`config.mk`:
```
export PLATFORM = sky130hd
export DESIGN_NAME = sdcb_cmd_state
export DESIGN_NICKNAME = d
export VERILOG_FILES = /design/src/sdcb_cmd_state.v /design/src/sdcb_sync2.v
export VERILOG_INCLUDE_DIRS = /design/src
export SDC_FILE = /design/constraint.sdc
export NUM_CORES = 1
export LEC_CHECK = 0
export ABC_AREA = 0
export BUFFER_PORTS_ARGS = -buffer_cell sky130_fd_sc_hd__buf_2
export CAP_MARGIN = 20
export CORE_UTILIZATION = 33
export CTS_CLUSTER_DIAMETER = 150
export DETAILED_ROUTE_END_ITERATION = 7
export GPL_ROUTABILITY_DRIVEN = 0
export HOLD_SLACK_MARGIN = 0.12
export SLEW_MARGIN = 20
export SYNTH_ARGS = -nofsm -noshare
export SYNTH_HDL_FRONTEND = slang
export SYNTH_SLANG_ARGS = --single-unit
```
`constraint.sdc`:
```
create_clock -name CLK_SYS_I -period 2.57 [get_ports CLK_SYS_I]
set_clock_uncertainty 0.2 [all_clocks]
set_input_delay 0.1285 -clock CLK_SYS_I [delete_from_list [all_inputs] [get_ports CLK_SYS_I]]
set_output_delay 0.1285 -clock CLK_SYS_I [all_outputs]
set_load 0.01 [all_outputs]
```
`src/sdcb_defs.vh`:
```
// Constants for the two-bank command and clock-enable state logic
`ifndef SDCB_DEFS_VH
`define SDCB_DEFS_VH
// ----------------------------------------
// Command encodings {cs_n, ras_n, cas_n, we_n}
// ----------------------------------------
`define SDCB_CMD_NOP 4'h7
`define SDCB_CMD_BST 4'h6
`define SDCB_CMD_READ 4'h5
`define SDCB_CMD_WRITE 4'h4
`define SDCB_CMD_ACT 4'h3
`define SDCB_CMD_PRE 4'h2
`define SDCB_CMD_REF 4'h1
`define SDCB_CMD_MRS 4'h0
// ----------------------------------------
// Bank states
// ----------------------------------------
`define SDCB_BK_IDLE 3'h0
`define SDCB_BK_ACT 3'h1
`define SDCB_BK_RD 3'h2
`define SDCB_BK_WR 3'h3
`define SDCB_BK_RDAP 3'h4
`define SDCB_BK_WRAP 3'h5
// ----------------------------------------
// Global clock-enable modes
// ----------------------------------------
`define SDCB_MD_NORMAL 3'h0
`define SDCB_MD_SELFREF 3'h1
`define SDCB_MD_SRREC 3'h2
`define SDCB_MD_PDOWN 3'h3
`define SDCB_MD_SUSPEND 3'h4
// ----------------------------------------
// Address field positions
// ----------------------------------------
`define SDCB_BANK_BIT 11
`define SDCB_AP_BIT 10
// ----------------------------------------
// Timing: refresh cycle time in ps, clock period in ps
// ----------------------------------------
`define SDCB_TRC_PS 60000
`define SDCB_TCK_PS 4000
`define SDCB_TRC_CYC ((`SDCB_TRC_PS + `SDCB_TCK_PS - 1) / `SDCB_TCK_PS)
`endif

```
`src/sdcb_cmd_state.v`:
```
// Two-bank command decode and clock-enable state logic
// Notes on behaviour
// - Self-refresh exit edge needs deselect or nop
// - Recovery reaches idle after refresh cycle time
// - Clock enable falling in recovery gives power-down
// - Clock enable rising ends power-down, then idle
// - Clock enable rise wakes receivers, setup applies
// - Refresh with clock enable falling: self-refresh
// - Idle decode: nop, activate, refresh, mode set
// - Clock enable falling when busy starts suspend
// - Clock enable rising ends suspend next cycle
// - Clock enable high twice: normal command decode
// - Activate takes row, read/write take column
// - Auto-precharge bit picks read/write variant
// - Precharge one/both; mode set needs idle
// - Self-refresh ignores all but clock enable and the exit-edge command
// - Highest address bit selects the bank
`include "sdcb_defs.vh"
module sdcb_cmd_state
#(
  parameter ADDR_W = 12,
  parameter ROW_W = 11,
  parameter COL_W = 8
)
(
  // Clock and reset
  input wire CLK_SYS_I,
  input wire RST_N_I,
  // Command pins from the controller
  input wire CKE_I,
  input wire CS_N_I,
  input wire RAS_N_I,
  input wire CAS_N_I,
  input wire WE_N_I,
  input wire [ADDR_W-1:0] ADDR_I,
  // State outputs
  output reg [2:0] MODE_O,
  output reg [2:0] BANK0_STATE_O,
  output reg [2:0] BANK1_STATE_O,
  output reg [ROW_W-1:0] ROW_ADDRESS_O,
  output reg [COL_W-1:0] COLUMN_ADDRESS_O,
  output reg BANK_SEL_O,
  output reg [ADDR_W-1:0] MODE_REG_O,
  output reg ILLEGAL_O
);
  // ----------------------------------------
  // Refresh cycle time in clock cycles
  // ----------------------------------------
  localparam integer TRC_CYC_I = `SDCB_TRC_CYC;
  localparam [7:0] TRC_CYC = TRC_CYC_I[7:0];

  // Synchronised pins: cke, cs, ras, cas, we, address
  wire [ADDR_W+4:0] pins_s;
  wire cke;
  wire [3:0] cmd;
  wire [ADDR_W-1:0] addr;
  // Previous clock enable sample
  reg cke_prev;
  // Global mode and bank states
  reg [2:0] mode;
  reg [2:0] next_mode;
  reg [2:0] bk0;
  reg [2:0] bk1;
  reg [2:0] next_bk0;
  reg [2:0] next_bk1;
  reg next_illegal;
  // Refresh recovery counter
  reg [7:0] trc_cnt;
  wire both_idle;
  wire sel;
  wire ap;
  wire dec;

  // Pins come from another clock domain; enable and strobes pass inverted
  // so the zero reset of the synchroniser reads as enabled no-op
  sdcb_sync2 #(.W(ADDR_W + 5)) u_sync
  (
    .clk_i(CLK_SYS_I),
    .rst_n_i(RST_N_I),
    .d_i({~CKE_I, ~CS_N_I, ~RAS_N_I, ~CAS_N_I, ~WE_N_I, ADDR_I}),
    .q_o(pins_s)
  );

  assign cke = ~pins_s[ADDR_W+4];
  assign cmd = ~pins_s[ADDR_W+3:ADDR_W];
  assign addr = pins_s[ADDR_W-1:0];
  assign both_idle = (bk0 == `SDCB_BK_IDLE) && (bk1 == `SDCB_BK_IDLE);
  assign sel = addr[`SDCB_BANK_BIT];
  assign ap = addr[`SDCB_AP_BIT];
  // Clock enable high on both edges; decode below also runs on a falling edge
  assign dec = cke_prev && cke;

  // ----------------------------------------
  // Functions
  // ----------------------------------------
  // Deselect or nop: chip select high, or row and column strobes high
  function is_nop;
    input [3:0] c;
    begin
      is_nop = c[3] || (c[2:1] == 2'b11);
    end
  endfunction

  // Bank running a burst
  function is_burst;
    input [2:0] s;
    begin
      is_burst = (s == `SDCB_BK_RD) || (s == `SDCB_BK_WR) ||
                 (s == `SDCB_BK_RDAP) || (s == `SDCB_BK_WRAP);
    end
  endfunction

  // Other bank after a read/write: burst ends, leaves it active unless it was idle
  function [2:0] other_after_rw;
    input [2:0] s;
    begin
      other_after_rw = (s == `SDCB_BK_IDLE) ? `SDCB_BK_IDLE : `SDCB_BK_ACT;
    end
  endfunction

  // Burst stop effect on one bank
  function [2:0] after_bst;
    input [2:0] s;
    begin
      after_bst = is_burst(s) ? `SDCB_BK_ACT : s;
    end
  endfunction

  // ----------------------------------------
  // Next-state decode
  // ----------------------------------------
  always @*
  begin
    next_mode = mode;
    next_bk0 = bk0;
    next_bk1 = bk1;
    next_illegal = 1'b0;
    case (mode)
      `SDCB_MD_SELFREF:
      begin
        // Only clock enable and the exit-edge command are looked at here
        if (!cke_prev && cke)
        begin
          next_mode = `SDCB_MD_SRREC;
          next_illegal = !is_nop(cmd);
        end
      end
      `SDCB_MD_SRREC:
      begin
        if (!is_nop(cmd))
          next_illegal = 1'b1;
        if (!cke)
          next_mode = `SDCB_MD_PDOWN;
        else if (trc_cnt == 8'h00)
          next_mode = `SDCB_MD_NORMAL;
      end
      `SDCB_MD_PDOWN:
      begin
        // Any command ignored on the waking edge, never flagged
        if (cke)
          next_mode = `SDCB_MD_NORMAL;
      end
      `SDCB_MD_SUSPEND:
      begin
        // Banks frozen until clock enable returns
        if (cke)
          next_mode = `SDCB_MD_NORMAL;
      end
      default:
      begin
        if (!cke_prev)
        begin
          // Clock enable already low: power-down from idle
          if (both_idle)
            next_mode = `SDCB_MD_PDOWN;
          else
            next_mode = `SDCB_MD_SUSPEND;
        end
        else if (!cke && both_idle && (cmd == `SDCB_CMD_REF))
          next_mode = `SDCB_MD_SELFREF;
        else if (!cke && !both_idle)
          next_mode = `SDCB_MD_SUSPEND;
        else if (!cke && both_idle && is_nop(cmd))
          next_mode = `SDCB_MD_PDOWN;
        // Command still takes effect on a falling enable edge,
        // except the refresh that starts self-refresh
        if (dec || (cke_prev && (next_mode != `SDCB_MD_SELFREF)))
        begin
          case (cmd)
            `SDCB_CMD_BST:
            begin
              next_bk0 = after_bst(bk0);
              next_bk1 = after_bst(bk1);
            end
            `SDCB_CMD_READ, `SDCB_CMD_WRITE:
            begin
              if (sel ? (bk1 == `SDCB_BK_IDLE) : (bk0 == `SDCB_BK_IDLE))
                next_illegal = 1'b1;
              else if (sel)
              begin
                next_bk1 = (cmd == `SDCB_CMD_READ) ?
                  (ap ? `SDCB_BK_RDAP : `SDCB_BK_RD) :
                  (ap ? `SDCB_BK_WRAP : `SDCB_BK_WR);
                next_bk0 = other_after_rw(bk0);
              end
              else
              begin
                next_bk0 = (cmd == `SDCB_CMD_READ) ?
                  (ap ? `SDCB_BK_RDAP : `SDCB_BK_RD) :
                  (ap ? `SDCB_BK_WRAP : `SDCB_BK_WR);
                next_bk1 = other_after_rw(bk1);
              end
            end
            `SDCB_CMD_ACT:
            begin
              if (sel ? (bk1 != `SDCB_BK_IDLE) : (bk0 != `SDCB_BK_IDLE))
                next_illegal = 1'b1;
              else if (sel)
                next_bk1 = `SDCB_BK_ACT;
              else
                next_bk0 = `SDCB_BK_ACT;
            end
            `SDCB_CMD_PRE:
            begin
              if (ap)
              begin
                next_bk0 = `SDCB_BK_IDLE;
                next_bk1 = `SDCB_BK_IDLE;
              end
              else if (sel)
                next_bk1 = `SDCB_BK_IDLE;
              else
                next_bk0 = `SDCB_BK_IDLE;
            end
            `SDCB_CMD_REF:
            begin
              // Refresh needs both banks idle
              if (!both_idle)
                next_illegal = 1'b1;
            end
            `SDCB_CMD_MRS:
            begin
              if (!both_idle)
                next_illegal = 1'b1;
            end
            default:
            begin
              next_bk0 = bk0;
            end
          endcase
        end
      end
    endcase
  end

  // ----------------------------------------
  // State registers
  // ----------------------------------------
  always @(posedge CLK_SYS_I or negedge RST_N_I)
  begin
    if (!RST_N_I)
    begin
      // Idle-high level, so no false enable edge after reset
      cke_prev <= 1'b1;
      mode <= `SDCB_MD_NORMAL;
      bk0 <= `SDCB_BK_IDLE;
      bk1 <= `SDCB_BK_IDLE;
      trc_cnt <= 8'h00;
    end
    else
    begin
      cke_prev <= cke;
      mode <= next_mode;
      bk0 <= next_bk0;
      bk1 <= next_bk1;
      // Load refresh timer on entry to recovery
      if ((mode != `SDCB_MD_SRREC) && (next_mode == `SDCB_MD_SRREC))
        trc_cnt <= TRC_CYC - 8'h01;
      else if (trc_cnt != 8'h00)
        trc_cnt <= trc_cnt - 8'h01;
    end
  end

  // ----------------------------------------
  // Registered outputs
  // ----------------------------------------
  always @(posedge CLK_SYS_I or negedge RST_N_I)
  begin
    if (!RST_N_I)
    begin
      MODE_O <= `SDCB_MD_NORMAL;
      BANK0_STATE_O <= `SDCB_BK_IDLE;
      BANK1_STATE_O <= `SDCB_BK_IDLE;
      ROW_ADDRESS_O <= {ROW_W{1'b0}};
      COLUMN_ADDRESS_O <= {COL_W{1'b0}};
      BANK_SEL_O <= 1'b0;
      MODE_REG_O <= {ADDR_W{1'b0}};
      ILLEGAL_O <= 1'b0;
    end
    else
    begin
      MODE_O <= next_mode;
      BANK0_STATE_O <= next_bk0;
      BANK1_STATE_O <= next_bk1;
      ILLEGAL_O <= next_illegal;
      if (cke_prev && !next_illegal && (mode == `SDCB_MD_NORMAL) &&
          (next_mode != `SDCB_MD_SELFREF))
      begin
        if (cmd == `SDCB_CMD_ACT)
        begin
          ROW_ADDRESS_O <= addr[ROW_W-1:0];
          BANK_SEL_O <= sel;
        end
        if ((cmd == `SDCB_CMD_READ) || (cmd == `SDCB_CMD_WRITE))
        begin
          // Upper two column lines are don't care
          COLUMN_ADDRESS_O <= addr[COL_W-1:0];
          BANK_SEL_O <= sel;
        end
        if ((cmd == `SDCB_CMD_MRS) && both_idle)
          MODE_REG_O <= addr;
      end
    end
  end
endmodule

```
`src/sdcb_sync2.v`:
```
// Two-flop synchroniser for pin inputs
module sdcb_sync2
#(
  parameter W = 1
)
(
  // Clock and reset
  input wire clk_i,
  input wire rst_n_i,
  // Data
  input wire [W-1:0] d_i,
  output reg [W-1:0] q_o
);
  // First stage, read only by the second
  reg [W-1:0] meta;

  // ----------------------------------------
  // Sync stages
  // ----------------------------------------
  always @(posedge clk_i or negedge rst_n_i)
  begin
    if (!rst_n_i)
    begin
      meta <= {W{1'b0}};
      q_o <= {W{1'b0}};
    end
    else
    begin
      meta <= d_i;
      q_o <= meta;
    end
  end
endmodule
```
* Yosys cells after proc, flatten, opt, wreduce, memory -nomap -nowiden
Cells that the tools add are included.
** Word-level totals
- Bits in registers :: 85
- Output and inout port bits :: 42
- Word-level logic and storage cells :: 145
** Cells by class
- Add/sub/neg operators :: 1
- Eq/ne operators :: 31
- Multiplexer cells :: 46
- Bitwise operators :: 8
- Reductions and logical operators :: 47
** Operators by type and width (number)
- $mux W3 :: 27
- $pmux W3 S4 :: 2
- $eq A3 B2 Y1 const B :: 7
- $mux W8 :: 2
- $reduce_and A8 Y1 :: 2
- $eq A3 B3 Y1 const B :: 5
- $logic_and A1 B1 Y1 :: 13
- $eq A4 B3 Y1 const B :: 3
- $mux W1 :: 12
- $ne A2 B2 Y1 const B :: 5
- $logic_not A3 Y1 :: 3
- $logic_or A1 B1 Y1 :: 9
- $ne A3 B1 Y1 const B :: 3
- $pmux W3 S3 :: 1
- $eq A4 B2 Y1 const B :: 2
- $logic_not A8 Y1 :: 1
- $reduce_and A2 Y1 :: 4
- $reduce_bool A8 Y1 :: 1
- $sub A8 B1 Y8 const B :: 1
- $not A1 Y1 :: 7
- $pmux W1 S3 :: 2
- $reduce_bool A3 Y1 :: 2
- $reduce_or A2 Y1 :: 3
- $eq A4 B1 Y1 const B :: 1
- 11 further kinds :: 15

* Logic depth before layout (Yosys ltp)
Gate-level depths: netlist of the first run.
- Word-level depth :: 19
- Gate-level depth with buffers :: 7
- Depth with buffers taken out :: 7

* By module
From an unflattened synthesis of the first run, not the netlist that was laid out.
** Second synthesis, totals
- Cell total of the unflattened synthesis :: 266
- Area total of the unflattened synthesis :: 3443.3 sq um
** Modules (own cells, without submodules)
- sdcb_cmd_state :: instances 1, cells an instance 232, area an instance 2592.5 sq um, seq. area each 1277.5 sq um
- sdcb_sync2 :: instances 1, cells an instance 34, area an instance 850.8 sq um, seq. area each 850.8 sq um

* Worst setup path before layout of the first run
OpenSTA, ideal clock, no wires.
- Kind :: reg-to-reg
- Start :: register, netlist name MODE_O[0]
- End :: register ROW_ADDRESS_O[0]
- Arrival :: 2155 ps
- Data required time :: 2245 ps
- Slack :: 90 ps
- Cell stages (with the launch flop) :: 8
- Path buffers :: 2
- Clock period less this slack :: 2480 ps
- Cell sequence :: dfrtp_1 > buf_6 > or3_4 > a21bo_1 > a2111oi_4 > nor3b_2 > buf_6 > mux2_4
** RTL lines
- to (signal assigned) :: line sdcb_cmd_state.v:294 : ROW_ADDRESS_O <= {ROW_W{1'b0}};
- to (signal assigned) :: line sdcb_cmd_state.v:311 : ROW_ADDRESS_O <= addr[ROW_W-1:0];
- to (decl) :: line sdcb_cmd_state.v:40 : output reg [ROW_W-1:0] ROW_ADDRESS_O,

* Final worst setup path of the first run
- Start :: register u_sync.q_o[12]
- End :: register ROW_ADDRESS_O[3]
** On the way
- Word-level cells in the longest chain between the ends :: 16
** RTL lines
- from (decl) :: line sdcb_sync2.v:12 : output reg [W-1:0] q_o
- from (signal assigned) :: line sdcb_sync2.v:25 : q_o <= {W{1'b0}};
- from (signal assigned) :: line sdcb_sync2.v:30 : q_o <= meta;
- $not A4 Y4 (*) :: line sdcb_cmd_state.v:85 : assign cmd = ~pins_s[ADDR_W+3:ADDR_W];
- $eq A4 B1 Y1 :: line sdcb_cmd_state.v:189 : case (cmd)
- $logic_and A1 B1 Y1 :: line sdcb_cmd_state.v:179 : else if (!cke && both_idle && (cmd == `SDCB_CMD_REF))
- $mux W3 :: line sdcb_cmd_state.v:179
- $mux W3 :: line sdcb_cmd_state.v:171 : if (!cke_prev)
- $mux W3 :: line sdcb_cmd_state.v:138 : case (mode)
- $ne A3 B1 Y1 (no line)
- $logic_and A1 B1 Y1 :: line sdcb_cmd_state.v:187 : if (dec || (cke_prev && (next_mode != `SDCB_MD_SELFREF)))
- $logic_or A1 B1 Y1 :: line sdcb_cmd_state.v:187
- $mux W1 :: line sdcb_cmd_state.v:187
- $pmux W1 S3 :: line sdcb_cmd_state.v:138
- $logic_not A1 Y1 :: line sdcb_cmd_state.v:306 : if (cke_prev && !next_illegal && (mode == `SDCB_MD_NORMAL) &&
- $logic_and A1 B1 Y1 (3 in series) :: line sdcb_cmd_state.v:306
- $reduce_and A2 Y1 (no line) (*)
Every way passes the cells marked *; elsewhere a longest branch is shown, timed or not. The select of a mux whose other input is x is not followed.
A chain may end at the register's enable or synchronous reset.

==> run_results.csv, run 1 <==
group,metric,value,unit
timing,rsz0062_at_grt,"false",
drt,postRouteAntennaNets,0,
yosys,post-synth-top-count-cell,"dfrtp_1",
worst_setup_path,worstReg2RegStart,"u_sync.q_o[12]",
finish,area_delta_synth_final,26.8,%
yosys,synth_flop_cell,"dfrtp_1",
yosys,yosys.cell_types.count,48,
global_route,gr-total-overflow,0,
yosys,syn-cell-area,3510,um^2
cts,clock_path_buffers,2,
power,p_leak,2.17,nW
timing,finalCritPeriodShare,0.949,
global_route,grt_start_max_net_pins,46,
yosys,ys_async_sr_fraction,1.00,
finish,drive_gt1_frac,0.391,
yosys,seq_area_frac_synth,0.606,
yosys,synth-compound-area-share,0.0716,
cts,htreeDepth,3,
worst_setup_path,crit_path_top_delay_cell,"a2111oi_4",
global_route,grt_pass1_wl,12400,um
cts,cts_buffers,9,
cts,clockRootBuffer,"clkbuf_8",
worst_setup_path,end_kind,"flip-flop",
worst_setup_path,cp.arrival,2.48,ns
die,coreArea,10300,um^2
worst_setup_path,crit_fanout,11,
timing,max_slew_margin,0.610,
die,initial_core_util,0.340,
global_route,antenna_found_initial,0,
cts,clock_latency,0.36,ns
drt,finalWirelength,7250,um
timing,setup_violations,0,
die,die_height,105,um
yosys,synth_fa_ha_area_frac,0.00712,
die,ios,61,
finish,fin_nets,387,
yosys,synth_cells,270,
placement,io_buffers,60,
worst_setup_path,r2r_cells,6,
drt,drtPass1Iterations,4,
cts,cts_tree,"yes",
job,drv_cap,0,
global_route,grt_pass1_vias,2518,
yosys,yosys_register_bits,85,
worst_setup_path,worstSetupStartpointType,"flip-flop",
drt,wl_per_cell,14.3,um
finish,antenna_cells,0,
timing,worst_slew_pin_slew,0.585,ns
die,die_w,105,um
drt,drt_iter0_drc,156,
yosys,synth_common_cells,"dfrtp_1, mux2_2, nand2_1",
yosys,synth_edf_count,0,
yosys,yosys.area_share.xor_xnor,0.0174,
yosys,ys_warn_count,0,
worst_setup_path,required,2.61,ns
die,row_count,37,
run_status,status,"finished, final reports clean",
global_route,track_usage,0.144,
yosys,synth_top_cell_by_area,"dfrtp_1",
timing,max_clock_freq,0.410,GHz
drt,drc,0,
cts,cts_sinks,85,
drt,via_per_inst,4.71,
min_path,hold_class,"input pin to async pin",
worst_setup_path,ff2ff_setup_slack,0.13,ns
worst_setup_path,worstSetupPathType,"flip-flop to flip-flop",
cts,clk_pin_slew,0.08,ns
yosys,synth_top_family_by_area,"multiplexers",
timing,fin_tns_setup,0,ns
timing,hold-worst-slack,0.123,ns
timing,drv_slew,0,
yosys,synthMuxAreaShare,0.135,
power,peakVddDrop,0.000502,V
worst_setup_path,crit_buf_inv,1,
yosys,avgSynthCellArea,13.0,um^2
finish,fillers,964,
drt,vias,2389,
yosys,yosys-top-cells-area,"dfrtp_1, mux2_2, mux2_4, nand2_1, o21ai_0",
placement,dp_hpwl,4940,um
worst_setup_path,critPathTopFamily,"simple AND/OR/NAND/NOR gates",
yosys,synth_top_cell_area_share,0.598,
timing,hold_violations,0,
yosys,synth-simple-area-share,0.127,
worst_setup_path,r2r-end,"ROW_ADDRESS_O[3]",
worst_setup_path,path_cells,"and4bb_2, or2b_4, a2111oi_4, nor3b_2, buf_4, mux2_4",
yosys,synth.net_count,291,
power,power.density,922,nW/um^2
timing,period_minus_slack,2.44,ns
worst_setup_path,cpPeakStageDelay,0.48,ns
die,dieArea,11100,um^2
per-stage QoR:
stage	setup WS [ns]	std cells	cell area [um^2]	util	power (mW)
after global routing	0.0325	507	4460	0.432	4.39
final	0.130	507	4460	0.432	4.11
after floorplan	0.0899	270	3510	-	2.67
after global placement	0.0730	472	4050	0.392	3.12
after CTS	0.120	507	4450	0.431	4.16
after detailed placement	-0.00485	472	4050	0.392	3.16
final cells by class:
type | instances | area (um^2) | share of cell area
Sequential cell | 85 | 2130 | 0.477
Multi-Input combinational cell | 163 | 1270 | 0.285
Timing Repair Buffer | 95 | 636 | 0.143
Tap cell | 136 | 170 | 0.0382
Clock buffer | 9 | 124 | 0.0278
Clock inverter | 7 | 82.6 | 0.0185
Inverter | 12 | 45.0 | 0.0101
flip-flops by register name (all words and copies together), names as in the netlist, 8 cells and up:
register	cells
ROW_ADDRESS_O	11
u_sync.meta	17
MODE_REG_O	12
COLUMN_ADDRESS_O	8
u_sync.q_o	17
trc_cnt	8
placed cells by master, fill, tap and decap left out, drive strengths merged, types with 2 or more instances in the layout:
master / instances
nor4: 6
a21o: 2
dfrtp: 84
or3: 4
nor3: 8
clkbuf: 9
a21oi: 11
o21ai: 14
ha: 2
nor2b: 3
nand3b: 2
buf: 77
nand2: 22
nor4b: 3
a211oi: 3
nand3: 3
mux2: 38
nor2: 16
inv: 14
clkinv: 3
xor2: 6
dlygate4sd3: 18
repair_timing:
action	CTS	global route
buffers inserted	1	0
pin swaps	1	0
hold endpoints to repair	101	0
hold buffers	18	0
resized for setup	0	1
endpoints found under the setup margin	8	1
cells by family after synthesis:
kind of cell | Yosys count
AND/OR/NAND/NOR | 77
multiplexers | 39
flip-flops | 85
AO/OA/AOI/OAI | 38
XOR/XNOR | 7
buffers and inverters | 22
adder cells (fa/ha/maj) | 2
where the power goes:
group | leakage [nW] | internal [mW] | switching [mW]
clock | 0.103 | 0.464 | 0.501
combinational | 1.00 | 0.640 | 0.652
sequential | 1.06 | 1.64 | 0.214
total | 2.17 | 2.74 | 1.37
how the worst max path moves through the flow:
| stage | to | start | slack [ns] | cells past startpoint |
|---|---|---|---|---|
| after detailed placement | COLUMN_ADDRESS_O[5] | BANK1_STATE_O[2] | -0.005 | 5 |
| final | ROW_ADDRESS_O[3] | u_sync.q_o[12] | 0.13 | 6 |
| after floorplan | ROW_ADDRESS_O[0] | MODE_O[0] | 0.09 | 7 |
| after global routing | ROW_ADDRESS_O[3] | u_sync.q_o[12] | 0.03 | 6 |
| after CTS | ROW_ADDRESS_O[3] | u_sync.q_o[12] | 0.12 | 6 |
| after global placement | COLUMN_ADDRESS_O[0] | BANK1_STATE_O[2] | 0.07 | 5 |
per-layer routing:
metal / track usage / vias to the layer above / routed length [um]
met5: 0 / - / 0
met4: 0.0503 / 0 / 106
met3: 0.0437 / 9 / 299
met2: 0.227 / 55 / 3440
met1: 0.189 / 1195 / 3410
li1: - / 1130 / -
Power figures use the tool's default switching activity.
==> run 2: changes to the inputs <==
- REMOVE_ABC_BUFFERS: not set -> 1
==> run 2 against run 1 <==
Net effect: largest power group unchanged; sequential share of layout area is 0.15 points higher; critical path depth stayed put; routed wire length is 2.6% lower.
==> run_results.csv, run 2 (synthesis gave the netlist of run 1 again) <==
group,metric,value,unit
run_status,status,"finished, final reports clean",
global_route,met2_usage,0.212,
die,initial_core_util,0.340,
worst_setup_path,worstSetupPathType,"flip-flop to flip-flop",
drt,via_per_inst,4.60,
cts,clock_path_buffers,2,
placement,dpl.cell_count,471,
die,row_count,37,
finish,drive_gt1_frac,0.389,
global_route,track_usage,0.140,
die,ios,61,
finish,final_common_cell,"dfrtp_1",
global_route,grt_pass1_vias,2367,
power,power.density,900,nW/um^2
cts,post_cts_resized,0,
drt,drtPass1Iterations,4,
global_route,antenna_found_initial,0,
timing,setup_violations,0,
timing,drv_slew,0,
placement,dp_hpwl,4840,um
cts,clock_latency,0.36,ns
cts,clk_pin_slew,0.09,ns
placement,placed_area,4040,um^2
placement,dpl_worst_slack,0.0754,ns
finish,final_cell_mix,"dfrtp_1, buf_2, mux2_2, nand2_1, dlygate4sd3_1",
drt,drc,0,
worst_setup_path,required,2.62,ns
placement,io_buffers,60,
cts,cts_sinks,85,
power,p_leak,2.16,nW
worst_setup_path,cp.arrival,2.48,ns
cts,htreeDepth,3,
timing,hold_violations,0,
cts,clockRootBuffer,"clkbuf_8",
worst_setup_path,worstSetupStartpointType,"flip-flop",
worst_setup_path,cpPeakStageDelay,0.47,ns
power,peakVddDrop,0.000443,V
timing,rsz0062_at_grt,"false",
drt,drt_iter0_drc,96,
global_route,busiest_layer,"met2",
global_route,grt_pass1_wl,11800,um
drt,wl_per_cell,13.9,um
die,die_w,105,um
global_route,use_met3,0.0349,
die,die_height,105,um
timing,max_slew_margin,0.667,
worst_setup_path,crit_buf_inv,1,
global_route,gr-total-overflow,0,
finish,fin_nets,389,
finish,fin_area,4440,um^2
worst_setup_path,critPathTopFamily,"simple AND/OR/NAND/NOR gates",
drt,finalWirelength,7060,um
worst_setup_path,cp_num_cells,6,
cts,cts_buffers,9,
cts,cts_tree,"yes",
timing,period_minus_slack,2.43,ns
min_path,hold_class,"flip-flop to flip-flop",
finish,final_cells,509,
finish,antenna_cells,0,
timing,max_clock_freq,0.411,GHz
worst_setup_path,r2r_cells,6,
finish,area_delta_synth_final,26.5,%
drt,vias,2342,
die,coreArea,10300,um^2
worst_setup_path,path_cells,"nor4_1, nor3_1, a2111oi_4, nor3b_2, buf_4, mux2_4",
global_route,grt_util_met1,0.189,
finish,fin_util,0.430,
finish,top_regs,"u_sync.meta x17, u_sync.q_o x17, MODE_REG_O x12",
worst_setup_path,crit_fanout,11,
timing,finalCritPeriodShare,0.946,
job,drv_cap,0,
drt,postRouteAntennaNets,0,
timing,setup_ws,0.138,ns
worst_setup_path,crit_path_top_delay_cell,"dfrtp_1",
timing,worst_slew_pin_slew,0.496,ns
min_path,whs_path_depth,0,
global_route,grt_start_max_net_pins,43,
worst_setup_path,end_kind,"flip-flop",
die,dieArea,11100,um^2
==> run 2: cell count changes in the layout (fill, tap and decap cells not counted), sizes merged <==
cell	previous run	this run
clkinvlp	1	3
bufinv	1	0
clkinv	3	2
dlygate4sd3	18	19
buf	77	78
==> run 2: metal layers <==
layer,up-vias,share of wire
met5,-,0
met4,0,0.016
met3,10,0.050
met2,52,0.48
met1,1141,0.46
li1,1139,-
==> run 2: path summary, 6_finish.rpt <==
kind	from	endpoint	slack, ns
min reg2reg	u_sync.meta[14]	u_sync.q_o[14]	0.14
max	u_sync.q_o[11]	ROW_ADDRESS_O[4]	0.14
min	u_sync.meta[14]	u_sync.q_o[14]	0.14
max in group asynchronous	RST_N_I	u_sync.meta[14]	1.29
max reg2reg	u_sync.q_o[11]	ROW_ADDRESS_O[4]	0.14
min in group asynchronous	RST_N_I	cke_prev	0.63
==> run 2: final cells by class <==
type | instances | area [um^2]
Fill cell | 971 | 5880
Tap cell | 136 | 170
Clock inverter | 7 | 57.6
Timing Repair Buffer | 97 | 653
Inverter | 12 | 45.0
Clock buffer | 9 | 124
Sequential cell | 85 | 2130
Multi-Input combinational cell | 163 | 1270
==> run 2: metrics by stage <==
| stage | hold WS [ns] | power (mW) | TNS, ns |
|---|---|---|---|
| after detailed placement | -0.0350 | 3.14 | 0 |
| after global routing | 0.154 | 4.26 | 0 |
| after CTS | 0.147 | 4.05 | 0 |
| after global placement | -0.0392 | 3.10 | 0 |
| after floorplan | -0.367 | 2.62 | -5.04 |
| final | 0.143 | 4.00 | 0 |
==> run 2: report_power, final <==
part	switching [mW]	internal [mW]
logic	0.641	0.633
registers	0.213	1.64
clock network	0.515	0.360
==> run 2: worst reg2reg max path: stages, from the launching register on <==
cell	delay [ns]
dfrtp_1	0.47
nor4_1	0.47
nor3_1	0.14
a2111oi_4	0.42
nor3b_2	0.09
buf_4	0.22
mux2_4	0.31
==> run 2: timing repair <==
action,4_1_cts,5_1_grt
hold buffers,20,0
buffers inserted,0,2
setup endpoints to repair,0,8
hold endpoints to repair,102,0
